[config.mk]
export PLATFORM = sky130hd
export DESIGN_NAME = icsc_core
export DESIGN_NICKNAME = d
export VERILOG_FILES = /design/src/icsc_pkg.sv /design/src/icsc_core.sv
export VERILOG_INCLUDE_DIRS = /design/src /design/src/src
export SDC_FILE = /design/constraint.sdc
export NUM_CORES = 1
export LEC_CHECK = 0
export ABC_AREA = 1
export BUFFER_PORTS_ARGS = -buffer_cell sky130_fd_sc_hd__buf_2
export CAP_MARGIN = 20
export CORE_ASPECT_RATIO = 1.25
export CORE_MARGIN = 2
export CORE_UTILIZATION = 26
export CTS_CLUSTER_DIAMETER = 30
export CTS_CLUSTER_SIZE = 20
export DETAILED_ROUTE_END_ITERATION = 8
export SLEW_MARGIN = 25
export SYNTH_ARGS = -nofsm -noshare
export SYNTH_HDL_FRONTEND = slang
export SYNTH_SLANG_ARGS = --single-unit
export TNS_END_PERCENT = 100
[constraint.sdc]
create_clock -name clk_i -period 1.3 [get_ports clk_i]
set_input_delay 0.13 -clock clk_i [delete_from_list [all_inputs] [get_ports clk_i]]
set_output_delay 0.13 -clock clk_i [all_outputs]
set_load 0.02 [all_outputs]
[src/icsc_cfg.svh]
// icsc_cfg.svh: offsets, bit positions and reset values of the bus control/status core
// assumes: included by bare name from the core module
`ifndef ICSC_CFG_SVH
`define ICSC_CFG_SVH
// ************************************************
// register offsets (byte addresses)
// ************************************************
`define ICSC_OFF_CR 5'h00
`define ICSC_OFF_SR1 5'h04
`define ICSC_OFF_SR2 5'h08
`define ICSC_OFF_DR 5'h18
// ************************************************
// control bit positions
// ************************************************
`define ICSC_CR_PE 5
`define ICSC_CR_GENERAL_CALL_ENABLE 4
`define ICSC_CR_START 3
`define ICSC_CR_ACK 2
`define ICSC_CR_STOP 1
`define ICSC_CR_ITE 0
// ************************************************
// values
// ************************************************
`define ICSC_RST_BYTE 8'h00
`define ICSC_RSV2 2'h0
`define ICSC_GC_ADDR 8'h00
`define ICSC_IGN_ADDR 8'h01
`endif

[src/icsc_pkg.sv]
// icsc_pkg.sv: types of the bus control/status core
// assumes: used by scoped name only, never imported
package icsc_pkg;
  // one-hot command state toward the bit engine
  typedef enum logic [2:0] {
    CMD_IDLE = 3'h1,
    CMD_START = 3'h2,
    CMD_STOP = 3'h4
  } icsc_cmd_t;
endpackage : icsc_pkg

[src/icsc_core.sv]
// icsc_core.sv: control and status logic of a two-wire bus interface
// assumes: a bit engine on clk_i shifts bytes and reports events as one-cycle pulses;
// scl_i/sda_i are the raw bus levels, sampled here by clk_i
//
// How it works
// - disable clears all but stop and busy, releases lines
// - general call acks 00h, never 01h
// - start request: repeated or when bus free
// - ack enable drives acknowledge after bytes
// - master stop after byte, cleared when sent
// - slave stop releases lines, software clears it
// - interrupt enable gates every request
// - clock held low while hold flags set, unless a slave stop releases lines
// - two interrupt lines: bus and data
// - event flag is any pending event
// - header flag: set by header, cleared sequenced
// - direction flag valid with byte finished
// - busy tracks start/stop even when disabled
// - byte finished cleared by status then data
// - transmit byte finished after ack pulse
// - receive byte finished after our ack pulse
// - address matched set on own or general
// - master flag set by start, cleared on loss
// - start sent cleared by status then write
// - control reserved bits read zero
`timescale 1ns/1ps
`include "icsc_cfg.svh"
module icsc_core #(
  parameter int AW = 5
) (
  // clock and reset
  input wire logic clk_i,
  input wire logic rstn_i,
  // register port
  input wire logic [AW-1:0] addr_i,
  input wire logic [7:0] wdata_i,
  input wire logic wr_i,
  input wire logic rd_i,
  output logic [7:0] rdata_o,
  // bus pins
  input wire logic scl_i,
  input wire logic sda_i,
  output logic scl_o,
  output logic scl_oe_o,
  output logic sda_o,
  output logic sda_oe_o,
  // bit engine requests
  output logic eng_start_o,
  output logic eng_stop_o,
  output logic eng_ack_en_o,
  output logic eng_addr_ack_o,
  output logic eng_tx_load_o,
  output logic [7:0] eng_tx_data_o,
  // bit engine events
  input wire logic eng_start_done_i,
  input wire logic eng_stop_done_i,
  input wire logic eng_byte_done_i,
  input wire logic eng_byte_tx_i,
  input wire logic eng_addr_valid_i,
  input wire logic [7:0] eng_rx_addr_i,
  input wire logic eng_own_match_i,
  input wire logic eng_header_sent_i,
  input wire logic eng_end_addr_i,
  input wire logic eng_ack_fail_i,
  input wire logic eng_arb_lost_i,
  input wire logic eng_bus_err_i,
  input wire logic [7:0] eng_rx_data_i,
  input wire logic eng_scl_low_i,
  input wire logic eng_sda_low_i,
  // interrupt lines
  output logic irq_bus_o,
  output logic irq_data_o
);
  // ************************************************
  // register access decode
  // ************************************************
  logic wr_cr, rd_sr1, rd_sr2, rd_dr, wr_dr;
  assign wr_cr = wr_i && (addr_i == `ICSC_OFF_CR);
  assign wr_dr = wr_i && (addr_i == `ICSC_OFF_DR);
  assign rd_sr1 = rd_i && (addr_i == `ICSC_OFF_SR1);
  assign rd_sr2 = rd_i && (addr_i == `ICSC_OFF_SR2);
  assign rd_dr = rd_i && (addr_i == `ICSC_OFF_DR);

  // ************************************************
  // control register
  // ************************************************
  logic pe_r, general_call_enable_r, start_r, ack_r, stop_r, ite_r;
  icsc_pkg::icsc_cmd_t cmd_r;
  logic master_r;

  always_ff @(posedge clk_i) begin
    if (!rstn_i) begin
      pe_r <= 1'b0;
      general_call_enable_r <= 1'b0;
      start_r <= 1'b0;
      ack_r <= 1'b0;
      ite_r <= 1'b0;
    end else if (wr_cr && pe_r) begin
      pe_r <= wdata_i[`ICSC_CR_PE];
      general_call_enable_r <= wdata_i[`ICSC_CR_GENERAL_CALL_ENABLE] && wdata_i[`ICSC_CR_PE];
      start_r <= wdata_i[`ICSC_CR_START] && wdata_i[`ICSC_CR_PE];
      ack_r <= wdata_i[`ICSC_CR_ACK] && wdata_i[`ICSC_CR_PE];
      ite_r <= wdata_i[`ICSC_CR_ITE] && wdata_i[`ICSC_CR_PE];
    end else if (wr_cr) begin
      // first enabling write wakes the interface only
      pe_r <= wdata_i[`ICSC_CR_PE];
    end else if (!pe_r) begin
      general_call_enable_r <= 1'b0;
      start_r <= 1'b0;
      ack_r <= 1'b0;
      ite_r <= 1'b0;
    end else if (eng_start_done_i) begin
      start_r <= 1'b0;
    end
  end

  // stop survives disable; master stop cleared when sent, slave stop only by software
  always_ff @(posedge clk_i) begin
    if (!rstn_i) begin
      stop_r <= 1'b0;
    end else if (wr_cr && pe_r) begin
      stop_r <= wdata_i[`ICSC_CR_STOP];
    end else if (eng_stop_done_i && (cmd_r == icsc_pkg::CMD_STOP)) begin
      // the stop on the bus already dropped master mode, so key on the command, not on master_r
      stop_r <= 1'b0;
    end
  end

  // ************************************************
  // pin sampling and start/stop detection
  // ************************************************
  logic scl_s1_r, scl_s2_r, sda_s1_r, sda_s2_r, sda_d_r;
  logic start_det, stop_det, busy_r;
  always_ff @(posedge clk_i) begin
    if (!rstn_i) begin
      scl_s1_r <= 1'b1;
      scl_s2_r <= 1'b1;
      sda_s1_r <= 1'b1;
      sda_s2_r <= 1'b1;
      sda_d_r <= 1'b1;
    end else begin
      scl_s1_r <= scl_i;
      scl_s2_r <= scl_s1_r;
      sda_s1_r <= sda_i;
      sda_s2_r <= sda_s1_r;
      sda_d_r <= sda_s2_r;
    end
  end
  assign start_det = scl_s2_r && sda_d_r && !sda_s2_r;
  assign stop_det = scl_s2_r && !sda_d_r && sda_s2_r;

  // busy ignores enable on purpose so a late enable still sees a running bus
  always_ff @(posedge clk_i) begin
    if (!rstn_i) begin
      busy_r <= 1'b0;
    end else if (start_det) begin
      busy_r <= 1'b1;
    end else if (stop_det) begin
      busy_r <= 1'b0;
    end
  end

  // ************************************************
  // command sequencer toward the bit engine
  // ************************************************
  always_ff @(posedge clk_i) begin
    if (!rstn_i || !pe_r) begin
      cmd_r <= icsc_pkg::CMD_IDLE;
    end else begin
      case (cmd_r)
        icsc_pkg::CMD_IDLE: begin
          if (start_r && (master_r || !busy_r)) begin
            cmd_r <= icsc_pkg::CMD_START;
          end else if (stop_r && master_r) begin
            cmd_r <= icsc_pkg::CMD_STOP;
          end
        end
        icsc_pkg::CMD_START: begin
          if (eng_start_done_i) begin
            cmd_r <= icsc_pkg::CMD_IDLE;
          end
        end
        icsc_pkg::CMD_STOP: begin
          if (eng_stop_done_i) begin
            cmd_r <= icsc_pkg::CMD_IDLE;
          end
        end
        default: begin
          cmd_r <= icsc_pkg::CMD_IDLE;
        end
      endcase
    end
  end
  assign eng_start_o = cmd_r[1];
  assign eng_stop_o = cmd_r[2];

  always_ff @(posedge clk_i) begin
    if (!rstn_i || !pe_r) begin
      master_r <= 1'b0;
    end else if (cmd_r == icsc_pkg::CMD_START) begin
      master_r <= 1'b1;
    end else if (stop_det || eng_arb_lost_i) begin
      master_r <= 1'b0;
    end
  end

  // ************************************************
  // access sequence memory
  // ************************************************
  logic sr1_seen_r, sr2_seen_r;
  always_ff @(posedge clk_i) begin
    if (!rstn_i || !pe_r) begin
      sr1_seen_r <= 1'b0;
      sr2_seen_r <= 1'b0;
    end else begin
      if (rd_sr1) begin
        sr1_seen_r <= 1'b1;
      end else if (rd_dr || wr_dr) begin
        sr1_seen_r <= 1'b0;
      end
      if (rd_sr2) begin
        sr2_seen_r <= 1'b1;
      end else if (wr_dr || wr_cr) begin
        sr2_seen_r <= 1'b0;
      end
    end
  end

  // ************************************************
  // status flags: a set in the clearing cycle wins
  // ************************************************
  logic btf_r, tra_r, addr_matched_flag_r, sb_r, header_sent_flag_r;
  logic end_of_address_flag_r, af_r, stop_detected_flag_r, arbitration_lost_flag_r, bus_error_flag_r, gcal_r;
  logic gc_hit, addr_hit, event_flag;
  assign gc_hit = general_call_enable_r && (eng_rx_addr_i == `ICSC_GC_ADDR);
  assign addr_hit = eng_addr_valid_i && (eng_rx_addr_i != `ICSC_IGN_ADDR) && (eng_own_match_i || gc_hit);

  always_ff @(posedge clk_i) begin
    if (!rstn_i || !pe_r) begin
      btf_r <= 1'b0;
      tra_r <= 1'b0;
    end else if (eng_byte_done_i) begin
      btf_r <= 1'b1;
      tra_r <= eng_byte_tx_i;
    end else begin
      if (sr1_seen_r && (rd_dr || wr_dr) || wr_dr && tra_r) begin
        btf_r <= 1'b0;
        tra_r <= 1'b0;
      end else if (stop_det || eng_arb_lost_i) begin
        tra_r <= 1'b0;
      end
    end
  end

  always_ff @(posedge clk_i) begin
    if (!rstn_i || !pe_r) begin
      addr_matched_flag_r <= 1'b0;
      gcal_r <= 1'b0;
    end else begin
      if (addr_hit) begin
        addr_matched_flag_r <= 1'b1;
      end else if (rd_sr1) begin
        addr_matched_flag_r <= 1'b0;
      end
      if (eng_addr_valid_i && gc_hit) begin
        gcal_r <= 1'b1;
      end else if (stop_det) begin
        gcal_r <= 1'b0;
      end
    end
  end

  always_ff @(posedge clk_i) begin
    if (!rstn_i || !pe_r) begin
      sb_r <= 1'b0;
      header_sent_flag_r <= 1'b0;
      end_of_address_flag_r <= 1'b0;
    end else begin
      if (eng_start_done_i) begin
        sb_r <= 1'b1;
      end else if (sr1_seen_r && wr_dr) begin
        sb_r <= 1'b0;
      end
      if (eng_header_sent_i) begin
        header_sent_flag_r <= 1'b1;
      end else if (sr2_seen_r && wr_dr) begin
        header_sent_flag_r <= 1'b0;
      end
      if (eng_end_addr_i) begin
        end_of_address_flag_r <= 1'b1;
      end else if (sr2_seen_r && wr_cr) begin
        end_of_address_flag_r <= 1'b0;
      end
    end
  end

  // error flags clear on a second-status read
  always_ff @(posedge clk_i) begin
    if (!rstn_i || !pe_r) begin
      af_r <= 1'b0;
      stop_detected_flag_r <= 1'b0;
      arbitration_lost_flag_r <= 1'b0;
      bus_error_flag_r <= 1'b0;
    end else begin
      af_r <= eng_ack_fail_i || (af_r && !rd_sr2);
      stop_detected_flag_r <= stop_det || (stop_detected_flag_r && !rd_sr2);
      arbitration_lost_flag_r <= eng_arb_lost_i || (arbitration_lost_flag_r && !rd_sr2);
      bus_error_flag_r <= eng_bus_err_i || (bus_error_flag_r && !rd_sr2);
    end
  end

  assign event_flag = btf_r || addr_matched_flag_r || sb_r || af_r || stop_detected_flag_r || arbitration_lost_flag_r || bus_error_flag_r || header_sent_flag_r || end_of_address_flag_r;

  // ************************************************
  // line control, engine handshakes, interrupts
  // ************************************************
  logic hold, release_r, out_low_r, ack_en_r, addr_ack_r, tx_load_r;
  logic [7:0] tx_data_r;
  logic scl_oe_r, sda_oe_r, irq_bus_r, irq_data_r;
  assign hold = header_sent_flag_r || sb_r || btf_r || addr_matched_flag_r || end_of_address_flag_r;

  always_ff @(posedge clk_i) begin
    if (!rstn_i || !pe_r) begin
      release_r <= 1'b0;
    end else begin
      // a slave stop keeps the lines free until software drops it
      release_r <= stop_r && !master_r && (btf_r || release_r);
    end
  end

  always_ff @(posedge clk_i) begin
    if (!rstn_i) begin
      scl_oe_r <= 1'b0;
      sda_oe_r <= 1'b0;
      out_low_r <= 1'b0;
    end else begin
      scl_oe_r <= pe_r && !release_r && (hold || eng_scl_low_i);
      sda_oe_r <= pe_r && !release_r && eng_sda_low_i;
      out_low_r <= 1'b0;
    end
  end

  always_ff @(posedge clk_i) begin
    if (!rstn_i) begin
      ack_en_r <= 1'b0;
      addr_ack_r <= 1'b0;
      tx_load_r <= 1'b0;
      tx_data_r <= `ICSC_RST_BYTE;
    end else begin
      ack_en_r <= pe_r && ack_r;
      addr_ack_r <= pe_r && ack_r && addr_hit;
      tx_load_r <= wr_dr && pe_r;
      if (wr_dr) begin
        tx_data_r <= wdata_i;
      end
    end
  end

  always_ff @(posedge clk_i) begin
    if (!rstn_i) begin
      irq_bus_r <= 1'b0;
      irq_data_r <= 1'b0;
    end else begin
      irq_bus_r <= ite_r && (sb_r || af_r || stop_detected_flag_r || arbitration_lost_flag_r || bus_error_flag_r || header_sent_flag_r || end_of_address_flag_r);
      irq_data_r <= ite_r && (btf_r || addr_matched_flag_r);
    end
  end

  // ************************************************
  // read data, one cycle after the strobe
  // ************************************************
  logic [7:0] rdata_r;
  always_ff @(posedge clk_i) begin
    if (!rstn_i) begin
      rdata_r <= `ICSC_RST_BYTE;
    end else if (rd_i) begin
      case (addr_i)
        `ICSC_OFF_CR: rdata_r <= {`ICSC_RSV2, pe_r, general_call_enable_r, start_r, ack_r, stop_r, ite_r};
        `ICSC_OFF_SR1: rdata_r <= {event_flag, header_sent_flag_r, tra_r && btf_r, busy_r, btf_r, addr_matched_flag_r, master_r, sb_r};
        `ICSC_OFF_SR2: rdata_r <= {`ICSC_RSV2, end_of_address_flag_r, af_r, stop_detected_flag_r, arbitration_lost_flag_r, bus_error_flag_r, gcal_r};
        `ICSC_OFF_DR: rdata_r <= eng_rx_data_i;
        default: rdata_r <= `ICSC_RST_BYTE;
      endcase
    end else begin
      rdata_r <= `ICSC_RST_BYTE;
    end
  end

  assign rdata_o = rdata_r;
  assign scl_o = out_low_r;
  assign sda_o = out_low_r;
  assign scl_oe_o = scl_oe_r;
  assign sda_oe_o = sda_oe_r;
  assign eng_ack_en_o = ack_en_r;
  assign eng_addr_ack_o = addr_ack_r;
  assign eng_tx_load_o = tx_load_r;
  assign eng_tx_data_o = tx_data_r;
  assign irq_bus_o = irq_bus_r;
  assign irq_data_o = irq_data_r;
endmodule : icsc_core

==> flow_summary.toml, run 1 <==
[drt]
drt_iter0_markers = 97
drt_pass1_iterations = 6
via_count = 2181
drcViolationCount = 0
totalWireLength_um = 6040
wl_per_cell_um = 12.3
postRouteAntennaNets = 0
via_per_inst = 4.45

[cells_and_area]
drive_above_1_share_pct = 31.3
syn_to_final_growth_pct = 32.0
final_cell_mix = "buf_2, nand2_1, dfxtp_1, inv_1, nand3_1"
diodes = 0
multi_input_area_um2 = 1000
nets = 441
fillers = 893
layoutNonFillerInstCount = 490
final_common_cell = "buf_2"
register_area_um2 = 1060

[critical_path]
required_ps = 1540
path_max_fanout = 6
crit_start = "pe_r$_SDFFE_PN0P_"
endpoint = "ite_r$_SDFFE_PN0P_"
critPathLaunchType = "flop"
cp.arrival_ps = 1430
timing.rr.end = "ite_r$_SDFFE_PN0P_"
endpoint_kind = "flop"
critical_path_class = "reg -> reg"
reg2reg_from = "pe_r$_SDFFE_PN0P_"
r2r_cells = 4
reg2reg_setup_slack_ps = 100

[clocking]
cts.sinks = 53
clk_latency_ps = 310
htree_levels = 2
clkTransAtPathRegs_ps = 100
numCtsBuffers = 5
cts-root-buf = "clkbuf_8"
cts_tree = "built"
cts_max_path_buffers = 2

[sta]
setup_viol_count_final = 0
finalCriticalPeriod_ps = 1200
hold_viol_final = 0
drv_slew = 0
finalCritPeriodShare_pct = 92.1
max_freq_ghz = 0.835
fin_skew_ps = 11.4

[status]
outcome = "finished, final reports clean"

[die]
core_area_um2 = 8330
die_w_um = 87.1
die_area_um2 = 9400
io_pins = 75
die_h_um = 108
row_count = 37
start_util_pct = 26.9

[run]
maxCapViolCount = 0

[synth]
synth_seq_area_share_pct = 47.3
ys_types = 28
ys_ff_latch = 53
syn_avg_cell_area_um2 = 7.48
syn_area_um2 = 2240
netlist_instances = 300
yosys_warnings = 0

[global_route]
grt_overflow = 0
grt_max_degree = 18
antenna_found_initial = 0
grt_usage_pct = 12.9
grt_pass1_wl_um = 9450
grt_pass1_vias = 2049

[placement]
portBuffers = 72
placed_cells = 479
dp_hpwl_um = 4800
gp_congestion = 0.845

[worst_hold_path]
min_path_type = "in -> reg"

[power]
power-per-cell-area_nw_per_um2 = 1010
finalPower_mw = 2.99
leakage_nw = 1.36
ir_worst_vdd_uv = 402
[power breakdown]
group | leakage, nW | internal [mW] | switching, mW
sequential | 0.429 | 1.63 | 0.00526
clock | 0.0554 | 0.579 | 0.542
combinational | 0.874 | 0.100 | 0.127
total | 1.36 | 2.31 | 0.674
[worst min path at each step]
| stage | slack (ps) | start | cells past startpoint | end |
|---|---|---|---|---|
| floorplan | 240 | scl_i | 1 | scl_s1_r$_SDFF_PN1_ |
| global placement | 320 | sda_i | 2 | sda_s1_r$_SDFF_PN1_ |
| detailed placement | 320 | sda_i | 2 | sda_s1_r$_SDFF_PN1_ |
| CTS | 30 | eng_bus_err_i | 3 | bus_error_flag_r$_SDFF_PP0_ |
| global route | 40 | eng_bus_err_i | 3 | bus_error_flag_r$_SDFF_PP0_ |
| finish | 40 | eng_bus_err_i | 3 | bus_error_flag_r$_SDFF_PP0_ |
[metal layers]
layer | track usage, % | vias to the layer above | wire [µm]
met4 | 3.85 | 0 | 87
li1 | - | 1138 | -
met2 | 23.1 | 63 | 3040
met5 | 0 | - | 0
met1 | 15.6 | 972 | 2630
met3 | 2.38 | 8 | 285
[cells by family after synthesis]
family	Yosys count	synth area share, %
other	1	0.167
adders and majority gates	1	0.557
buffers and inverters	46	9.20
and+or+nand+nor	149	31.0
AOI/OAI and AO/OA	50	11.8
DFF	53	47.3
[through the flow]
| step | area, µm² | TNS [ps] | setup WS, ps | hold WS (ps) | utilization (%) |
|---|---|---|---|---|---|
| global placement | 2800 | -113 | -39.2 | 321 | 33.6 |
| global route | 2960 | -14.1 | -14.1 | 45.0 | 35.6 |
| detailed placement | 2800 | -346 | -124 | 319 | 33.6 |
| CTS | 2930 | 0 | 79.9 | 31.3 | 35.2 |
| floorplan | 2250 | 0 | 6.39 | 237 | - |
| finish | 2960 | 0 | 103 | 40.9 | 35.6 |
[worst max-delay path: stages, from the launching register on]
cell and delay (ps):
dfxtp_1 450, ha_1 290, nor2_2 160, nand3_1 100, a21oi_1 120
[synth_stat cells]
master,n,area (µm²)
dfxtp_1,53,1060
inv_2,2,7.51
nor3b_1,1,7.51
nor3_2,1,10.0
nor3_1,4,20.0
clkbuf_1,2,7.51
or2_2,6,37.5
buf_6,1,11.3
buf_4,2,15.0
nand3_2,1,10.0
nor2_1,27,101
ha_1,1,12.5
nand3_4,1,17.5
nor2_2,1,6.26
o21ai_0,12,60.1
nand4_1,3,18.8
nand2_4,1,11.3
inv_1,36,135
o21a_1,3,22.5
a21oi_1,30,150
nor2_4,4,45.0
buf_2,2,10.0
nand3_1,31,155
o211ai_1,1,7.51
buf_12,1,20.0
nand2_1,68,255
a31oi_1,4,25.0
conb_1,1,3.75
[timing repair]
item | CTS | global route
hold buffers | 2 | 0
endpoints found under the hold margin | 2 | 0
setup buffers | 0 | 1
resized for setup | 0 | 11
endpoints found under the setup margin | 0 | 1
[final cells by class]
cell class,count,area share [%]
sequential,53,35.9
multi-input combinational,202,33.9
timing repair buffer,92,17.4
inverter,38,4.90
tap,97,4.10
clock buffer,6,2.45
clock inverter,2,1.31
(Power assumes the default switching activity.)
==> run 2, diff against run 1 <==
clock period = 1.26 ns   (was 1.3 ns; I/O delays follow)
==> flow_summary.toml, run 2 (synthesis results as in run 1) <==
[clocking]
cts-root-buf = "clkbuf_8"
cts_max_path_buffers = 2
clk_latency_ps = 310
htree_levels = 2
cts_tree = "built"
clkTransAtPathRegs_ps = 90
numCtsBuffers = 5
cts.sinks = 53

[cells_and_area]
syn_to_final_growth_pct = 31.2
diodes = 0
nets = 440
multi_input_area_um2 = 1020
fillers = 889
register_area_um2 = 1060
final_common_cell = "buf_2"
fin_area_um2 = 2950
fin_util_pct = 35.3
final_cell_mix = "buf_2, nand2_1, dfxtp_1, inv_1, nand3_1"
drive_above_1_share_pct = 31.4
layoutNonFillerInstCount = 489

[sta]
hold_viol_final = 0
drv_slew = 0
setup-tns-final_ps = 0
setup_viol_count_final = 0
finalCriticalPeriod_ps = 1200
rsz0062_at_grt = "yes"
max_freq_ghz = 0.833
finalCritPeriodShare_pct = 95.3
fin_skew_ps = 10.5

[power]
ir_worst_vdd_uv = 428
leakage_nw = 1.33
power-per-cell-area_nw_per_um2 = 969

[global_route]
grt_overflow = 0
grt_pass1_vias = 2131
grt_pass1_wl_um = 9720
antenna_found_initial = 0
grt_usage_pct = 13.3
grt_max_degree = 16

[die]
core_area_um2 = 8330
die_w_um = 87.1
start_util_pct = 26.9
die_h_um = 108
die_area_um2 = 9400
io_pins = 75
row_count = 37

[drt]
totalWireLength_um = 5880
drt_pass1_iterations = 4
wl_per_cell_um = 12.0
drt_iter0_markers = 79
via_per_inst = 4.56
via_count = 2229
drcViolationCount = 0
postRouteAntennaNets = 0

[status]
outcome = "finished, final reports clean"

[placement]
gp_congestion = 0.900
portBuffers = 72
placed_cells = 476
dp_hpwl_um = 4710
place_area_um2 = 2790

[critical_path]
endpoint_kind = "flop"
critical_path_class = "reg -> reg"
required_ps = 1500
path_max_fanout = 2
critPathLaunchType = "flop"
cp.arrival_ps = 1440

[worst_hold_path]
min_path_type = "in -> reg"

[run]
maxCapViolCount = 0
[run 2: final cells by class]
cell class	count	share of cell area, %
Inverter	38	4.93
Clock buffer	7	2.59
Sequential cell	53	36.1
Tap cell	97	4.12
Clock inverter	1	0.255
Timing Repair Buffer	91	17.2
Multi-Input combinational cell	202	34.7
[run 2: power by group]
part | leakage, nW | switching (mW) | internal (mW)
clock | 0.0385 | 0.535 | 0.394
sequential | 0.428 | 0.00592 | 1.69
combinational | 0.863 | 0.131 | 0.102
[run 2: worst paths after layout]
kind	from	endpoint	slack, ps	depth (start not counted)
setup / recovery	cmd_r[0]$_SDFFE_PP1P_	cmd_r[2]$_SDFFE_PP0P_	60	8
hold reg to reg	release_r$_SDFF_PP0_	sda_oe_o$_SDFF_PN0_	420	1
hold / removal	eng_bus_err_i	bus_error_flag_r$_SDFF_PP0_	30	3
setup reg to reg	cmd_r[0]$_SDFFE_PP1P_	cmd_r[2]$_SDFFE_PP0P_	60	8
[run 2: routing by layer]
layer	GRT usage [%]	up-vias	wire length, µm
li1	-	1143	-
met1	15.6	996	2540
met2	22.2	73	2750
met3	3.45	17	383
met4	6.15	0	206
met5	0	-	0
[run 2: critical path: stages, from the launching register on]
cell	delay (ps)
dfxtp_2	360
inv_2	50
nor3_4	220
nand2_2	90
a21oi_2	160
nor2_2	60
nand2_1	50
nand2_1	40
nor2_1	90
[run 2: per-stage QoR]
stage               hold slack, ps  power, mW  worst slack [ps]
floorplan                      233       1.83              24.1
global placement               321       1.96              -113
detailed placement             317       1.96              -145
CTS                           40.1       2.89              3.58
global route                  46.8       2.98             -46.0
finish                        33.8       2.85              58.9
[run 2: repair_timing]
action / 4_1_cts / 5_1_grt
pin swaps: 0 / 3
setup endpoints to repair: 1 / 2
hold buffers: 2 / 0
buffers inserted: 0 / 3
resized for setup: 1 / 11
endpoints found under the hold margin: 2 / 0
==> run 3, diff against run 2 <==
PLACE_DENSITY = 0.56   (was not set)
==> flow_summary.toml, run 3 (synthesis results as in run 1) <==
[clocking]
cts-root-buf = "clkbuf_8"
cts_tree = "built"
clkTransAtPathRegs_ps = 100
cts_setup_buffers = 0
cts.sinks = 53
clk_latency_ps = 310
cts_max_path_buffers = 2
htree_levels = 2
numCtsBuffers = 5

[die]
die_w_um = 87.1
start_util_pct = 26.9
io_pins = 75
die_h_um = 108
row_count = 37
die_area_um2 = 9400
core_area_um2 = 8330

[drt]
drt_iter0_markers = 89
postRouteAntennaNets = 0
drt_pass1_iterations = 4
via_count = 2210
via_per_inst = 4.50
wl_per_cell_um = 12.5
totalWireLength_um = 6140
drcViolationCount = 0

[power]
finalPower_mw = 2.88
leakage_nw = 1.34
power-per-cell-area_nw_per_um2 = 976
ir_worst_vdd_uv = 343

[sta]
rsz0062_at_grt = "no"
drv_slew = 0
setup_viol_count_final = 0
fin_skew_ps = 10.4
setup-tns-final_ps = 0
hold_viol_final = 0
finalCriticalPeriod_ps = 1130
finalCritPeriodShare_pct = 89.9
max_freq_ghz = 0.883

[cells_and_area]
final_cell_mix = "buf_2, nand2_1, dfxtp_1, inv_1, nand3_1"
diodes = 0
drive_above_1_share_pct = 31.0
final_common_cell = "buf_2"
fin_area_um2 = 2950
nets = 442
fin_util_pct = 35.4
syn_to_final_growth_pct = 31.5

[critical_path]
cp.arrival_ps = 1370
endpoint_kind = "flop"
path_max_fanout = 3
critical_path_class = "reg -> reg"
required_ps = 1500
critPathLaunchType = "flop"

[placement]
dp_hpwl_um = 4970
portBuffers = 72
place_area_um2 = 2830
gp_congestion = 0.832

[global_route]
grt_usage_pct = 13.7
grt_max_degree = 16
grt_pass1_wl_um = 10000
grt_pass1_vias = 2158
antenna_found_initial = 0
grt_overflow = 0

[status]
outcome = "finished, final reports clean"

[run]
maxCapViolCount = 0

[worst_hold_path]
min_path_type = "in -> reg"
[run 3: report_power, final]
part	switching (mW)	total, mW	leakage (nW)	internal [mW]
clock	0.558	0.953	0.0385	0.395
sequential	0.00545	1.69	0.429	1.69
combinational	0.133	0.237	0.876	0.104
[run 3: area by class of cell]
cell class	instances	area (µm²)
clock inverters	1	7.51
flip-flops and latches	53	1060
clock buffers	7	76.3
multi-input cells	202	1010
inverters	38	145
fillers	910	5380
repair buffers	93	523
well taps	97	121
[run 3: metrics by stage]
step / worst slack [ps] / hold WS (ps) / cells
4_1_cts: 32.8 / 24.1 / 491
5_1_grt: 5.90 / 31.2 / 491
2_1_floorplan: 24.1 / 233 / 301
6_report: 128 / 31.8 / 491
3_5_place_dp: -139 / 314 / 481
3_3_place_gp: -75.8 / 314 / 481
[run 3: worst paths after layout]
path,from,end,slack (ps),cells past startpoint
worst max-delay path,cmd_r[0]$_SDFFE_PP1P_,cmd_r[2]$_SDFFE_PP0P_,130,8
worst min-delay path,eng_ack_fail_i,af_r$_SDFF_PP0_,30,3
worst max register to register,cmd_r[0]$_SDFFE_PP1P_,cmd_r[2]$_SDFFE_PP0P_,130,8
worst min register to register,sda_s1_r$_SDFF_PN1_,sda_s2_r$_SDFF_PN1_,420,1
[run 3: routing by layer]
layer,global-route usage (%),up-vias,part of all wire (%)
met1,15.6,1000,42
met5,0,-,0
met3,2.84,10,4.7
met2,24.6,58,51
met4,5.38,0,2.2
li1,-,1142,-
[run 3: critical path, cell delays in order (launching register included)]
cell and delay, ps:
dfxtp_2 350, inv_1 70, nor3_4 160, nand2_1 110, a21oi_2 130, nor2_1 70, nand2_1 60, nand2_1 40
nor2_1 80
[run 3: repair_timing]
action                                 CTS  global route
setup endpoints to repair                0             1
resized for setup                        0             9
endpoints found under the hold margin    2             0
hold buffers                             2             0
